## src/rsc_pkg.sv

```systemverilog
package rsc_pkg;

  // register offsets
  localparam logic [7:0] ADDR_PLL_CTRL = 8'h10;
  localparam logic [7:0] ADDR_PUMP_CFG = 8'h17;
  localparam logic [7:0] ADDR_REF_CFG  = 8'h1C;
  localparam logic [7:0] ADDR_MAN_SEL  = 8'h1D;
  localparam logic [7:0] ADDR_STATUS   = 8'h1F;

  // reset values: pll off, all reference buffers off
  localparam logic [7:0] RST_PLL_CTRL  = 8'h01;
  localparam logic [7:0] RST_PUMP_CFG  = 8'h00;
  localparam logic [7:0] RST_REF_CFG   = 8'h06;
  localparam logic [7:0] RST_MAN_SEL   = 8'h00;

  // pll power-down codes
  localparam logic [1:0] PD_NORMAL     = 2'h0;
  localparam logic [1:0] PD_OFF        = 2'h1;

  // charge pump modes
  localparam logic [2:0] CP_HIZ        = 3'h0;
  localparam logic [2:0] CP_UP         = 3'h1;
  localparam logic [2:0] CP_DOWN       = 3'h2;
  localparam logic [2:0] CP_NORMAL     = 3'h3;

  // switchover edge counts
  localparam logic [2:0] MISS_EDGES    = 3'h2;
  localparam logic [2:0] RETURN_EDGES  = 3'h4;
  localparam logic [2:0] RET_GAP_LIMIT = 3'h2;

  // bit positions of the synchronised input vector
  localparam int IN_PRI  = 0;
  localparam int IN_SEC  = 1;
  localparam int IN_RDIV = 2;
  localparam int IN_NDIV = 3;
  localparam int IN_SEL  = 4;
  localparam int IN_W    = 5;

  typedef enum logic [1:0] {ST_PRI, ST_MISS_WAIT, ST_SEC} rsc_state_t;

  typedef struct packed {
    logic       polarity_neg;
    logic [2:0] cp_mode;
    logic [1:0] rsv;
    logic [1:0] pd;
  } rsc_pll_ctrl_t;

  typedef struct packed {
    logic [2:0] rsv;
    logic [2:0] cp_current;
    logic [1:0] abp;
  } rsc_pump_cfg_t;

  typedef struct packed {
    logic deglitch;
    logic rsv;
    logic pin_sel;
    logic auto_en;
    logic stay_sec;
    logic sec_pd;
    logic pri_pd;
    logic diff_en;
  } rsc_ref_cfg_t;

endpackage

```

## src/rsc_switchover.sv

```systemverilog
// Summary of operation
// RULE_01 - two secondary falls, no primary edge: missing
// RULE_02 - then secondary used from next secondary rise
// RULE_03 - return after four clean primary rises
// RULE_04 - stay bit set: never return automatically
// RULE_05 - software returns via manual primary, then auto
// RULE_06 - manual choice from register or select pin
// RULE_07 - deglitch blocks stray edges at switchover
// RULE_08 - manual switch needs clock or deglitch off
// RULE_09 - switching only in dual single-ended mode
// RULE_10 - all reference buffers off after reset
// RULE_11 - differential buffer off unless selected, pll on
// RULE_12 - single-ended buffer off: pll off or own bit
// RULE_13 - differential type forces single-ended buffers off
// RULE_14 - type and auto mode share one register
// RULE_15 - pump modes: hi-z, normal, up, down
// RULE_16 - pump current has eight steps
// RULE_17 - two-bit antibacklash width field
// RULE_18 - detector compares dividers, drives up/down
// RULE_19 - polarity bit clear positive, set negative
// RULE_20 - power-down code off or zero for normal
// RULE_21 - edge counters clear when condition broken
// RULE_22 - auto/manual bit and stay/return bit
`timescale 1ns/1ps
`default_nettype none

module rsc_switchover (
  input  wire logic       MCLK,
  input  wire logic       RST,
  input  wire logic       CE,
  input  wire logic [7:0] ADDR,
  input  wire logic [7:0] WDATA,
  input  wire logic       WR,
  input  wire logic       RD,
  output logic      [7:0] RDATA,
  input  wire logic       PRI_REF,
  input  wire logic       SEC_REF,
  input  wire logic       REF_SEL_PIN,
  input  wire logic       R_DIV_OUT,
  input  wire logic       N_DIV_OUT,
  output logic            REF_TO_PLL,
  output logic            USE_SECONDARY,
  output logic            PLL_PD,
  output logic            DIFF_BUF_PD,
  output logic            PRI_BUF_PD,
  output logic            SEC_BUF_PD,
  output logic            PUMP_UP,
  output logic            PUMP_DN,
  output logic            PUMP_HIZ,
  output logic      [2:0] PUMP_CURRENT,
  output logic      [1:0] ABP_WIDTH
);

  // saturating three-bit increment
  function automatic logic [2:0] sat_inc(input logic [2:0] v);
    return (v == 3'h7) ? v : v + 3'h1;
  endfunction

  rsc_pkg::rsc_pll_ctrl_t   pll_ctrl;
  rsc_pkg::rsc_pump_cfg_t   pump_cfg;
  rsc_pkg::rsc_ref_cfg_t    ref_cfg;
  logic [7:0]               man_sel;
  logic [7:0]               rd_mux;
  logic [7:0]               status;
  logic [rsc_pkg::IN_W-1:0] s1;
  logic [rsc_pkg::IN_W-1:0] s2;
  logic [rsc_pkg::IN_W-1:0] s3;
  logic [rsc_pkg::IN_W-1:0] filt;
  logic [rsc_pkg::IN_W-1:0] filt_d;
  logic [rsc_pkg::IN_W-1:0] next_filt;
  logic [rsc_pkg::IN_W-1:0] rise;
  logic [rsc_pkg::IN_W-1:0] fall;
  rsc_pkg::rsc_state_t      state;
  rsc_pkg::rsc_state_t      next_state;
  logic [2:0]               miss_cnt;
  logic [2:0]               next_miss_cnt;
  logic [2:0]               ret_cnt;
  logic [2:0]               next_ret_cnt;
  logic [2:0]               ret_gap;
  logic [2:0]               next_ret_gap;
  logic                     blank;
  logic                     next_blank;
  logic                     up_q;
  logic                     dn_q;
  logic [1:0]               abp_cnt;
  logic                     next_up;
  logic                     next_dn;
  logic [1:0]               next_abp_cnt;
  logic                     pfd_clr;
  logic                     pfd_up;
  logic                     pfd_dn;
  logic                     next_pump_up;
  logic                     next_pump_dn;
  logic                     next_pump_hiz;

  // register file writes
  always_ff @(posedge MCLK) begin
    if (RST) begin
      pll_ctrl <= rsc_pkg::RST_PLL_CTRL; // RULE_10
      pump_cfg <= rsc_pkg::RST_PUMP_CFG;
      ref_cfg  <= rsc_pkg::RST_REF_CFG; // RULE_10
      man_sel  <= rsc_pkg::RST_MAN_SEL;
    end else if (CE && WR) begin
      if (ADDR == rsc_pkg::ADDR_PLL_CTRL) begin
        pll_ctrl <= WDATA;
      end else if (ADDR == rsc_pkg::ADDR_PUMP_CFG) begin
        pump_cfg <= WDATA;
      end else if (ADDR == rsc_pkg::ADDR_REF_CFG) begin
        ref_cfg <= WDATA; // RULE_14
      end else if (ADDR == rsc_pkg::ADDR_MAN_SEL) begin
        man_sel <= {7'h00, WDATA[0]};
      end
    end
  end

  // read decode, unmapped reads give zero
  always_comb begin
    if (ADDR == rsc_pkg::ADDR_PLL_CTRL) begin
      rd_mux = pll_ctrl;
    end else if (ADDR == rsc_pkg::ADDR_PUMP_CFG) begin
      rd_mux = pump_cfg;
    end else if (ADDR == rsc_pkg::ADDR_REF_CFG) begin
      rd_mux = ref_cfg;
    end else if (ADDR == rsc_pkg::ADDR_MAN_SEL) begin
      rd_mux = man_sel;
    end else if (ADDR == rsc_pkg::ADDR_STATUS) begin
      rd_mux = status;
    end else begin
      rd_mux = 8'h00;
    end
  end

  // read data valid only in the cycle after the strobe
  always_ff @(posedge MCLK) begin
    if (RST) begin
      RDATA <= 8'h00;
    end else if (CE) begin
      RDATA <= RD ? rd_mux : 8'h00;
    end
  end

  // three-stage synchronisers, a change counts when stages two and three agree
  assign next_filt = (s3 & ~(s2 ^ s3)) | (filt & (s2 ^ s3));
  assign rise      = filt & ~filt_d;
  assign fall      = ~filt & filt_d;
  always_ff @(posedge MCLK) begin
    if (RST) begin
      s1     <= '0;
      s2     <= '0;
      s3     <= '0;
      filt   <= '0;
      filt_d <= '0;
    end else if (CE) begin
      s1     <= {REF_SEL_PIN, N_DIV_OUT, R_DIV_OUT, SEC_REF, PRI_REF};
      s2     <= s1;
      s3     <= s2;
      filt   <= next_filt;
      filt_d <= filt;
    end
  end

  // buffer power control
  wire pll_off  = (pll_ctrl.pd != rsc_pkg::PD_NORMAL);                          // RULE_20
  wire diff_pd  = pll_off | ~ref_cfg.diff_en;                                    // RULE_11
  wire pri_pd   = pll_off | ref_cfg.pri_pd | ref_cfg.diff_en;                    // RULE_12 RULE_13
  wire sec_pd   = pll_off | ref_cfg.sec_pd | ref_cfg.diff_en;                    // RULE_12 RULE_13
  wire pri_live = ref_cfg.diff_en ? ~diff_pd : ~pri_pd;
  wire sec_live = ~sec_pd;
  // reference activity seen through live buffers only
  wire pri_lvl  = filt[rsc_pkg::IN_PRI] & pri_live;
  wire sec_lvl  = filt[rsc_pkg::IN_SEC] & sec_live;
  wire pri_rise = rise[rsc_pkg::IN_PRI] & pri_live;
  wire pri_edge = (rise[rsc_pkg::IN_PRI] | fall[rsc_pkg::IN_PRI]) & pri_live;
  wire sec_rise = rise[rsc_pkg::IN_SEC] & sec_live;
  wire sec_fall = fall[rsc_pkg::IN_SEC] & sec_live;
  // mode decode
  wire dual_se  = ~ref_cfg.diff_en;                                              // RULE_09
  wire auto_on  = ref_cfg.auto_en & dual_se;                                     // RULE_22
  wire man_sec  = ref_cfg.pin_sel ? filt[rsc_pkg::IN_SEL] : man_sel[0];          // RULE_06
  // missing and return counters
  assign next_miss_cnt = pri_edge ? 3'h0 : (sec_fall ? sat_inc(miss_cnt) : miss_cnt); // RULE_21
  assign next_ret_gap  = pri_rise ? 3'h0 : (sec_fall ? sat_inc(ret_gap) : ret_gap);   // RULE_21
  assign next_ret_cnt  = pri_rise ? ((ret_gap >= rsc_pkg::RET_GAP_LIMIT) ? 3'h1 : sat_inc(ret_cnt))
                       : ((next_ret_gap >= rsc_pkg::RET_GAP_LIMIT) ? 3'h0 : ret_cnt);  // RULE_21
  wire pri_missing = (next_miss_cnt >= rsc_pkg::MISS_EDGES);                     // RULE_01
  wire pri_back    = (next_ret_cnt >= rsc_pkg::RETURN_EDGES);                    // RULE_03
  // switchover state machine
  always_comb begin
    next_state = state;
    if (!dual_se) begin
      next_state = rsc_pkg::ST_PRI;                                              // RULE_09
    end else if (!auto_on) begin
      next_state = man_sec ? rsc_pkg::ST_SEC : rsc_pkg::ST_PRI;                  // RULE_05
    end else begin
      case (state)
        rsc_pkg::ST_PRI: begin
          if (pri_missing) next_state = rsc_pkg::ST_MISS_WAIT;                   // RULE_01
        end
        rsc_pkg::ST_MISS_WAIT: begin
          if (sec_rise) next_state = rsc_pkg::ST_SEC;                            // RULE_02
        end
        rsc_pkg::ST_SEC: begin
          if (!ref_cfg.stay_sec && pri_back) next_state = rsc_pkg::ST_PRI;       // RULE_03 RULE_04
        end
        default: begin
          next_state = rsc_pkg::ST_PRI;
        end
      endcase
    end
  end

  // deglitch: on a switch, hold the output low until the new source rises
  wire sel_sec    = (state == rsc_pkg::ST_SEC);
  wire switching  = ((next_state == rsc_pkg::ST_SEC) != sel_sec);
  wire new_rise   = sel_sec ? sec_rise : pri_rise;
  assign next_blank = (switching && ref_cfg.deglitch) ? 1'b1 : (new_rise ? 1'b0 : blank); // RULE_07

  always_ff @(posedge MCLK) begin
    if (RST) begin
      state    <= rsc_pkg::ST_PRI;
      miss_cnt <= 3'h0;
      ret_cnt  <= 3'h0;
      ret_gap  <= 3'h0;
      blank    <= 1'b0;
    end else if (CE) begin
      state    <= next_state;
      miss_cnt <= next_miss_cnt;
      ret_cnt  <= next_ret_cnt;
      ret_gap  <= next_ret_gap;
      blank    <= next_blank;
    end
  end

  // phase detector with antibacklash overlap
  wire ref_rise = rise[rsc_pkg::IN_RDIV];
  wire fb_rise  = rise[rsc_pkg::IN_NDIV];
  assign pfd_clr      = up_q & dn_q & (abp_cnt == pump_cfg.abp);                 // RULE_17
  assign next_up      = ref_rise | (up_q & ~pfd_clr);                            // RULE_18
  assign next_dn      = fb_rise | (dn_q & ~pfd_clr);                             // RULE_18
  assign next_abp_cnt = (up_q & dn_q & ~pfd_clr) ? abp_cnt + 2'h1 : 2'h0;
  assign pfd_up       = pll_ctrl.polarity_neg ? dn_q : up_q;                     // RULE_19
  assign pfd_dn       = pll_ctrl.polarity_neg ? up_q : dn_q;                     // RULE_19

  // charge pump mode selection
  always_comb begin
    next_pump_up  = 1'b0;
    next_pump_dn  = 1'b0;
    next_pump_hiz = 1'b0;
    case (pll_ctrl.cp_mode)
      rsc_pkg::CP_NORMAL: begin
        next_pump_up = pfd_up & ~pll_off;
        next_pump_dn = pfd_dn & ~pll_off;
      end
      rsc_pkg::CP_UP: begin
        next_pump_up = 1'b1;
      end
      rsc_pkg::CP_DOWN: begin
        next_pump_dn = 1'b1;
      end
      default: begin
        next_pump_hiz = 1'b1;                                                    // RULE_15
      end
    endcase
  end
  // detector and antibacklash flops
  always_ff @(posedge MCLK) begin
    if (RST) begin
      up_q    <= 1'b0;
      dn_q    <= 1'b0;
      abp_cnt <= 2'h0;
    end else if (CE) begin
      up_q    <= next_up;
      dn_q    <= next_dn;
      abp_cnt <= next_abp_cnt;
    end
  end
  // status word for software
  assign status = {4'h0, auto_on, blank, (state != rsc_pkg::ST_PRI), sel_sec};

  // registered outputs
  always_ff @(posedge MCLK) begin
    if (RST) begin
      REF_TO_PLL    <= 1'b0;
      USE_SECONDARY <= 1'b0;
      PLL_PD        <= 1'b1;
      DIFF_BUF_PD   <= 1'b1;
      PRI_BUF_PD    <= 1'b1;
      SEC_BUF_PD    <= 1'b1;
      PUMP_UP       <= 1'b0;
      PUMP_DN       <= 1'b0;
      PUMP_HIZ      <= 1'b1;
      PUMP_CURRENT  <= 3'h0;
      ABP_WIDTH     <= 2'h0;
    end else if (CE) begin
      REF_TO_PLL    <= (sel_sec ? sec_lvl : pri_lvl) & ~blank;                   // RULE_07
      USE_SECONDARY <= sel_sec;
      PLL_PD        <= pll_off;
      DIFF_BUF_PD   <= diff_pd;
      PRI_BUF_PD    <= pri_pd;
      SEC_BUF_PD    <= sec_pd;
      PUMP_UP       <= next_pump_up;
      PUMP_DN       <= next_pump_dn;
      PUMP_HIZ      <= next_pump_hiz;
      PUMP_CURRENT  <= pump_cfg.cp_current;                                      // RULE_16
      ABP_WIDTH     <= pump_cfg.abp;
    end
  end
endmodule
`default_nettype wire

```

## config.mk

```make
export PLATFORM = sky130hd
export DESIGN_NAME = rsc_switchover
export DESIGN_NICKNAME = d
export VERILOG_FILES = /design/src/rsc_pkg.sv /design/src/rsc_switchover.sv
export SDC_FILE = /design/constraint.sdc
export NUM_CORES = 1
export LEC_CHECK = 0
export BUFFER_PORTS_ARGS = -buffer_cell sky130_fd_sc_hd__buf_2
export CAP_MARGIN = 10
export CORE_MARGIN = 4
export CORE_UTILIZATION = 35
export DETAILED_ROUTE_END_ITERATION = 8
export HOLD_SLACK_MARGIN = 0.03
export SYNTH_ARGS = -nofsm -noshare
export SYNTH_HDL_FRONTEND = slang
export SYNTH_SLANG_ARGS = --single-unit
```

## constraint.sdc

```tcl
create_clock -name MCLK -period 2.85 [get_ports MCLK]
set_clock_uncertainty 0.2 [all_clocks]
set_input_delay 0.855 -clock MCLK [delete_from_list [all_inputs] [get_ports MCLK]]
set_output_delay 0.855 -clock MCLK [all_outputs]
set_load 0.1 [all_outputs]
```

# Word level (Yosys, flattened, before mapping)
# Index checks and enable logic that the tools add are counted.
# Widths: inputs -> output; s select.
totals:
  ff_bits: 87
  inputBits: 26
  output_inout_bits: 22
  word_cells: 156
op_classes:
  add_sub_neg: 4
  magnitude_cmp: 4
  n_eq_ne: 16
  mux: 35
  bitwise: 42
  reduce_logical: 14
ops:
  columns: ["cell", "count"]
  rows:
  - ["$eq 8x5->1 const B", 5]
  - ["$mux 8", 4]
  - ["$mux 3", 10]
  - ["$and 1x1->1", 15]
  - ["$mux 2", 7]
  - ["$and 5x5->5", 2]
  - ["$not 1->1", 10]
  - ["$add 3x1->3 const B", 3]
  - ["$eq 3x3->1 const B", 3]
  - ["$ge 3x2->1 const B", 3]
  - ["$mux 1", 9]
  - ["$mux 4", 2]
  - ["$or 1x1->1", 8]
  - ["$eq 3x2->1 const B", 2]
  - ["$pmux 2 s3", 1]
  - ["$reduce_bool 2->1", 3]
  - ["$not 5->5", 1]
  - ["$or 5x5->5", 1]
  - ["$reduce_and 5->1", 1]
  - ["$xor 5x5->5", 1]
  - ["$and 4x4->4", 1]
  - ["$eq 2x2->1 const B", 2]
  - ["$not 4->4", 1]
  - ["$pmux 1 s2", 2]
  - ["other kinds (15)", 18]

# Logic depth before layout (Yosys ltp)
depth:
  word_depth: 21
  ltp_mapped: 7
  ltp_nobuf: 7

# Worst setup path after synthesis
# No wires, ideal clock.
synth_path:
  path_kind: "input to register"
  startpoint: "input port ADDR[5]"
  endpoint: "register pump_cfg[0] (netlist name)"
  setup_time_ps: 128
  arrival_time_ps: 2256
  required_ps: 2522
  slack_ps: 266
  path_stages: 5
  path_buffers: 0
  cell_sequence: "or4b_1 nor4_4 nand4_4 mux2i_1 nor2_1"
synth_via:
  elab_chain_cells: 3
  word_cells_on_any_way: 4
  cone_classes: "2 x eq/ne; 1 x bitwise; 1 x reduce/logical"
synth_rtl:
  columns: ["item", "line", "rtl"]
  rows:
  - ["from (decl)", "rsc_switchover.sv:31", "input wire logic [7:0] ADDR,"]
  - ["$eq 8x5->1", "rsc_switchover.sv:104", "if (ADDR == rsc_pkg::ADDR_PLL_CTRL) begin"]
  - ["$not 1->1 (no line)", null, null]
  - ["$reduce_and 3->1 (no line) (*)", null, null]
  - ["to (signal assigned)", "rsc_switchover.sv:100", "pump_cfg <= rsc_pkg::RST_PUMP_CFG;"]
  - ["to (decl)", "rsc_switchover.sv:60", "rsc_pkg::rsc_pump_cfg_t pump_cfg;"]
# Every way passes the cells marked *; elsewhere a longest branch is shown, timed or not.
# A chain may end at the register's enable or synchronous reset.

# Final worst setup path
layout_path:
  startpoint: "input port ADDR[5]"
  endpoint: "register pump_cfg[3] (netlist name)"
# The elaborated chain is that of the path after synthesis.

==> metrics.txt <==
status finished, final reports clean; Starting Density 36.4%; Clock Path Buffers 2; hold path startpoint s3[0]; IO buf count 47; Placer Congestion 0.827; Hold Buf Count CTS 0; ANT cells 0; period utilization 85.1%; post-route ant nets 0; initial antenna violation count 0; most frequent cells in the layout dfxtp_1 (87), nor2_1 (63), mux2i_1 (51); cell family with most CP delay simple AND/OR/NAND/NOR gates; slowest cell on the critical path or4b_1; nature of the critical path endpoint flop; Hold Crit Class flop to flop; ys flop type dfxtp_1; largest net degree at the start of global routing 29; Final Cell Area 4760 um2; number of synthesis warnings 0; Post-CTS Resized 0; Max Clk Rate 412 MHz; vias in the first global route 3267; P&R area growth vs syn 19.2%; # Post-CTS Setup Buffers 0; Synth Net Count 471; Final Hold Fails 0; worst-path fanout max 8; Final Power 2.61 mW; drt wl/cell 15.1 um; Hold Path Depth 2; Yosys cell types 56; DRC 0; first-pass GRT wire length 16.1 mm; MaxCap Viol Count 0; final wirelength 9.62 mm; Post-synth EDFFs 0; cts bufs inserted 9; critical path class input pin to flop; Via density 5.31; Max VDD drop 0.257 mV; required time worst endpoint 2860 ps; Detailed Place HPWL 6.93 mm; Setup crit start kind input pin; Die Area 13200 um2; Worst EP arrival 2440 ps; Nets 523; sequential fraction of the synthesis area 43.6%; Lkg Pwr 1.98 nW; area of placed instances 4450 um2; DR vias 3385; Power per Cell Area 547 nW/um2; clock tree sinks 87; crit-path cells buf_2, or4b_1, nor4_4, nand4_4, mux2i_1, nor2_1; Die Y 115 um; RSZ-0062 raised after global routing no; Mapped Cells 440; r2r setup slk 670 ps; Register-to-Register Path Depth 5; Top-Level Pins 48; Rel. slew slack 66.8%; Core Rows 38; Final Max Slew Viols 0; root buf cell clkbuf_16; CP startpoint ADDR[5]; CTS tree yes; Clock Latency Late Sink 340 ps; RR Endpoint state[1]; Worst Tran Pin Value 497 ps; Post-Syn Area 4000 um2; commonest non-fill, non-tap cell in the layout dfxtp_1; CP max stage delay 590 ps; CTS H-tree depth 3; final setup TNS 0 ps; mean post-synth cell area 9.08 um2; WHS 256 ps; origin of the critical flop-to-flop path ref_cfg[0]; DRT Pass-1 Iters 5; worst path bufs/invs 1; share of layout cells above drive strength 1 19.7%; min Tclk post-route 2420 ps; Overflow after GRT 0; FFs w/ async S/R, synth 0%; Core Box Area 11000 um2; Chip Width 115 um; CTS clk-pin slew, worst paths 70 ps; Final setup violation count 0; GRT Total Usage 15.1%; synthesized flop and latch total 87; violation count after the first detailed-routing iteration 157
[synth_stat cells, types with 2 or more instances]
cell type  instances  area (um2)
a221oi_1           2        17.5
nand4_1            5        31.3
dfxtp_1           87        1740
inv_1             20        75.1
a21o_1             5        37.5
o32ai_1            5        43.8
a31oi_1            4        25.0
o221ai_1           2        17.5
a22oi_1            4        30.0
o21ai_0           17        85.1
a311oi_1           2        17.5
nor2_1            63         236
buf_2              2        10.0
a222oi_1           4        40.0
o211ai_1           2        15.0
o22ai_1            6        37.5
a21oi_1           25         125
nor4_4             2        42.5
mux2i_1           51         510
a211oi_1           4        30.0
nand3_1           10        50.1
nor3_1             5        25.0
nand4b_1           3        26.3
o21a_1             2        15.0
buf_1              5        18.8
nand2_1           25        93.8
xnor2_1            2        17.5
or3_1              7        43.8
nand2b_1           7        43.8
or2_2              3        18.8
ha_1               5        62.6
clkbuf_1          16        60.1
nor3b_1            3        22.5
a211oi_2           2        25.0
or4_1              2        15.0
nor2b_1            2        12.5
and3_1             3        18.8
a211o_1            6        52.6
nor4_1             3        18.8
[flip-flops by register name (all words and copies together), names as in the netlist, 3 cells and up, named ones only]
register      flops
s3                5
ret_cnt           3
PUMP_CURRENT      3
s1                5
s2                5
RDATA             8
pll_ctrl          8
filt_d            4
ret_gap           3
pump_cfg          8
miss_cnt          3
ref_cfg           8
[cell families after synthesis]
| logic type | after synthesis | share of synthesized area (%) |
|---|---|---|
| buf+inv | 44 | 4.23 |
| xor+xnor | 2 | 0.438 |
| fa+ha+maj | 5 | 1.57 |
| flops | 87 | 43.6 |
| simple gates | 150 | 19.8 |
| compound gates | 99 | 16.9 |
| mux | 53 | 13.4 |
[area by class of cell]
type,count,area (um2)
fill,1085,6220
sequential,87,1740
tap,140,175
timing repair buffer,65,370
clock inverter,5,63.8
clock buffer,11,253
multi-input combinational,309,2090
inverter,20,75.1
[power breakdown]
group,internal [mW],switching (mW),total (mW)
combinational,0.0453,0.0904,0.136
sequential,1.22,0.00605,1.23
clock,0.735,0.504,1.24
total,2.01,0.600,2.61
[per-layer routing]
layer / part of all wire [%] / GRT usage [%]
met5: 0 / 0
met4: 1.2 / 4.62
met3: 5.2 / 3.53
met2: 48 / 25.1
met1: 45 / 19.5
[metrics by stage]
stage,util [%],std cells,setup WS (ps)
global placement,40.5,621,128
detailed placement,40.5,621,77.4
global route,43.4,637,311
floorplan,-,440,266
finish,43.4,637,425
CTS,43.4,637,427
[worst max-delay path by stage]
stage / slack [ps] / endpoint / cells after the start
floorplan: 270 / pump_cfg[0] / 5
global placement: 130 / pump_cfg[2] / 6
detailed placement: 80 / pump_cfg[6] / 6
CTS: 430 / pump_cfg[3] / 6
global route: 310 / pump_cfg[3] / 6
finish: 430 / pump_cfg[3] / 6
[worst min-delay path, delay by kind of cell (launching register included)]
family / cells / cell delay [ps]
compound gates: 1 / 50
flops: 1 / 310
simple gates: 1 / 50
Power figures use the tool's default switching activity.
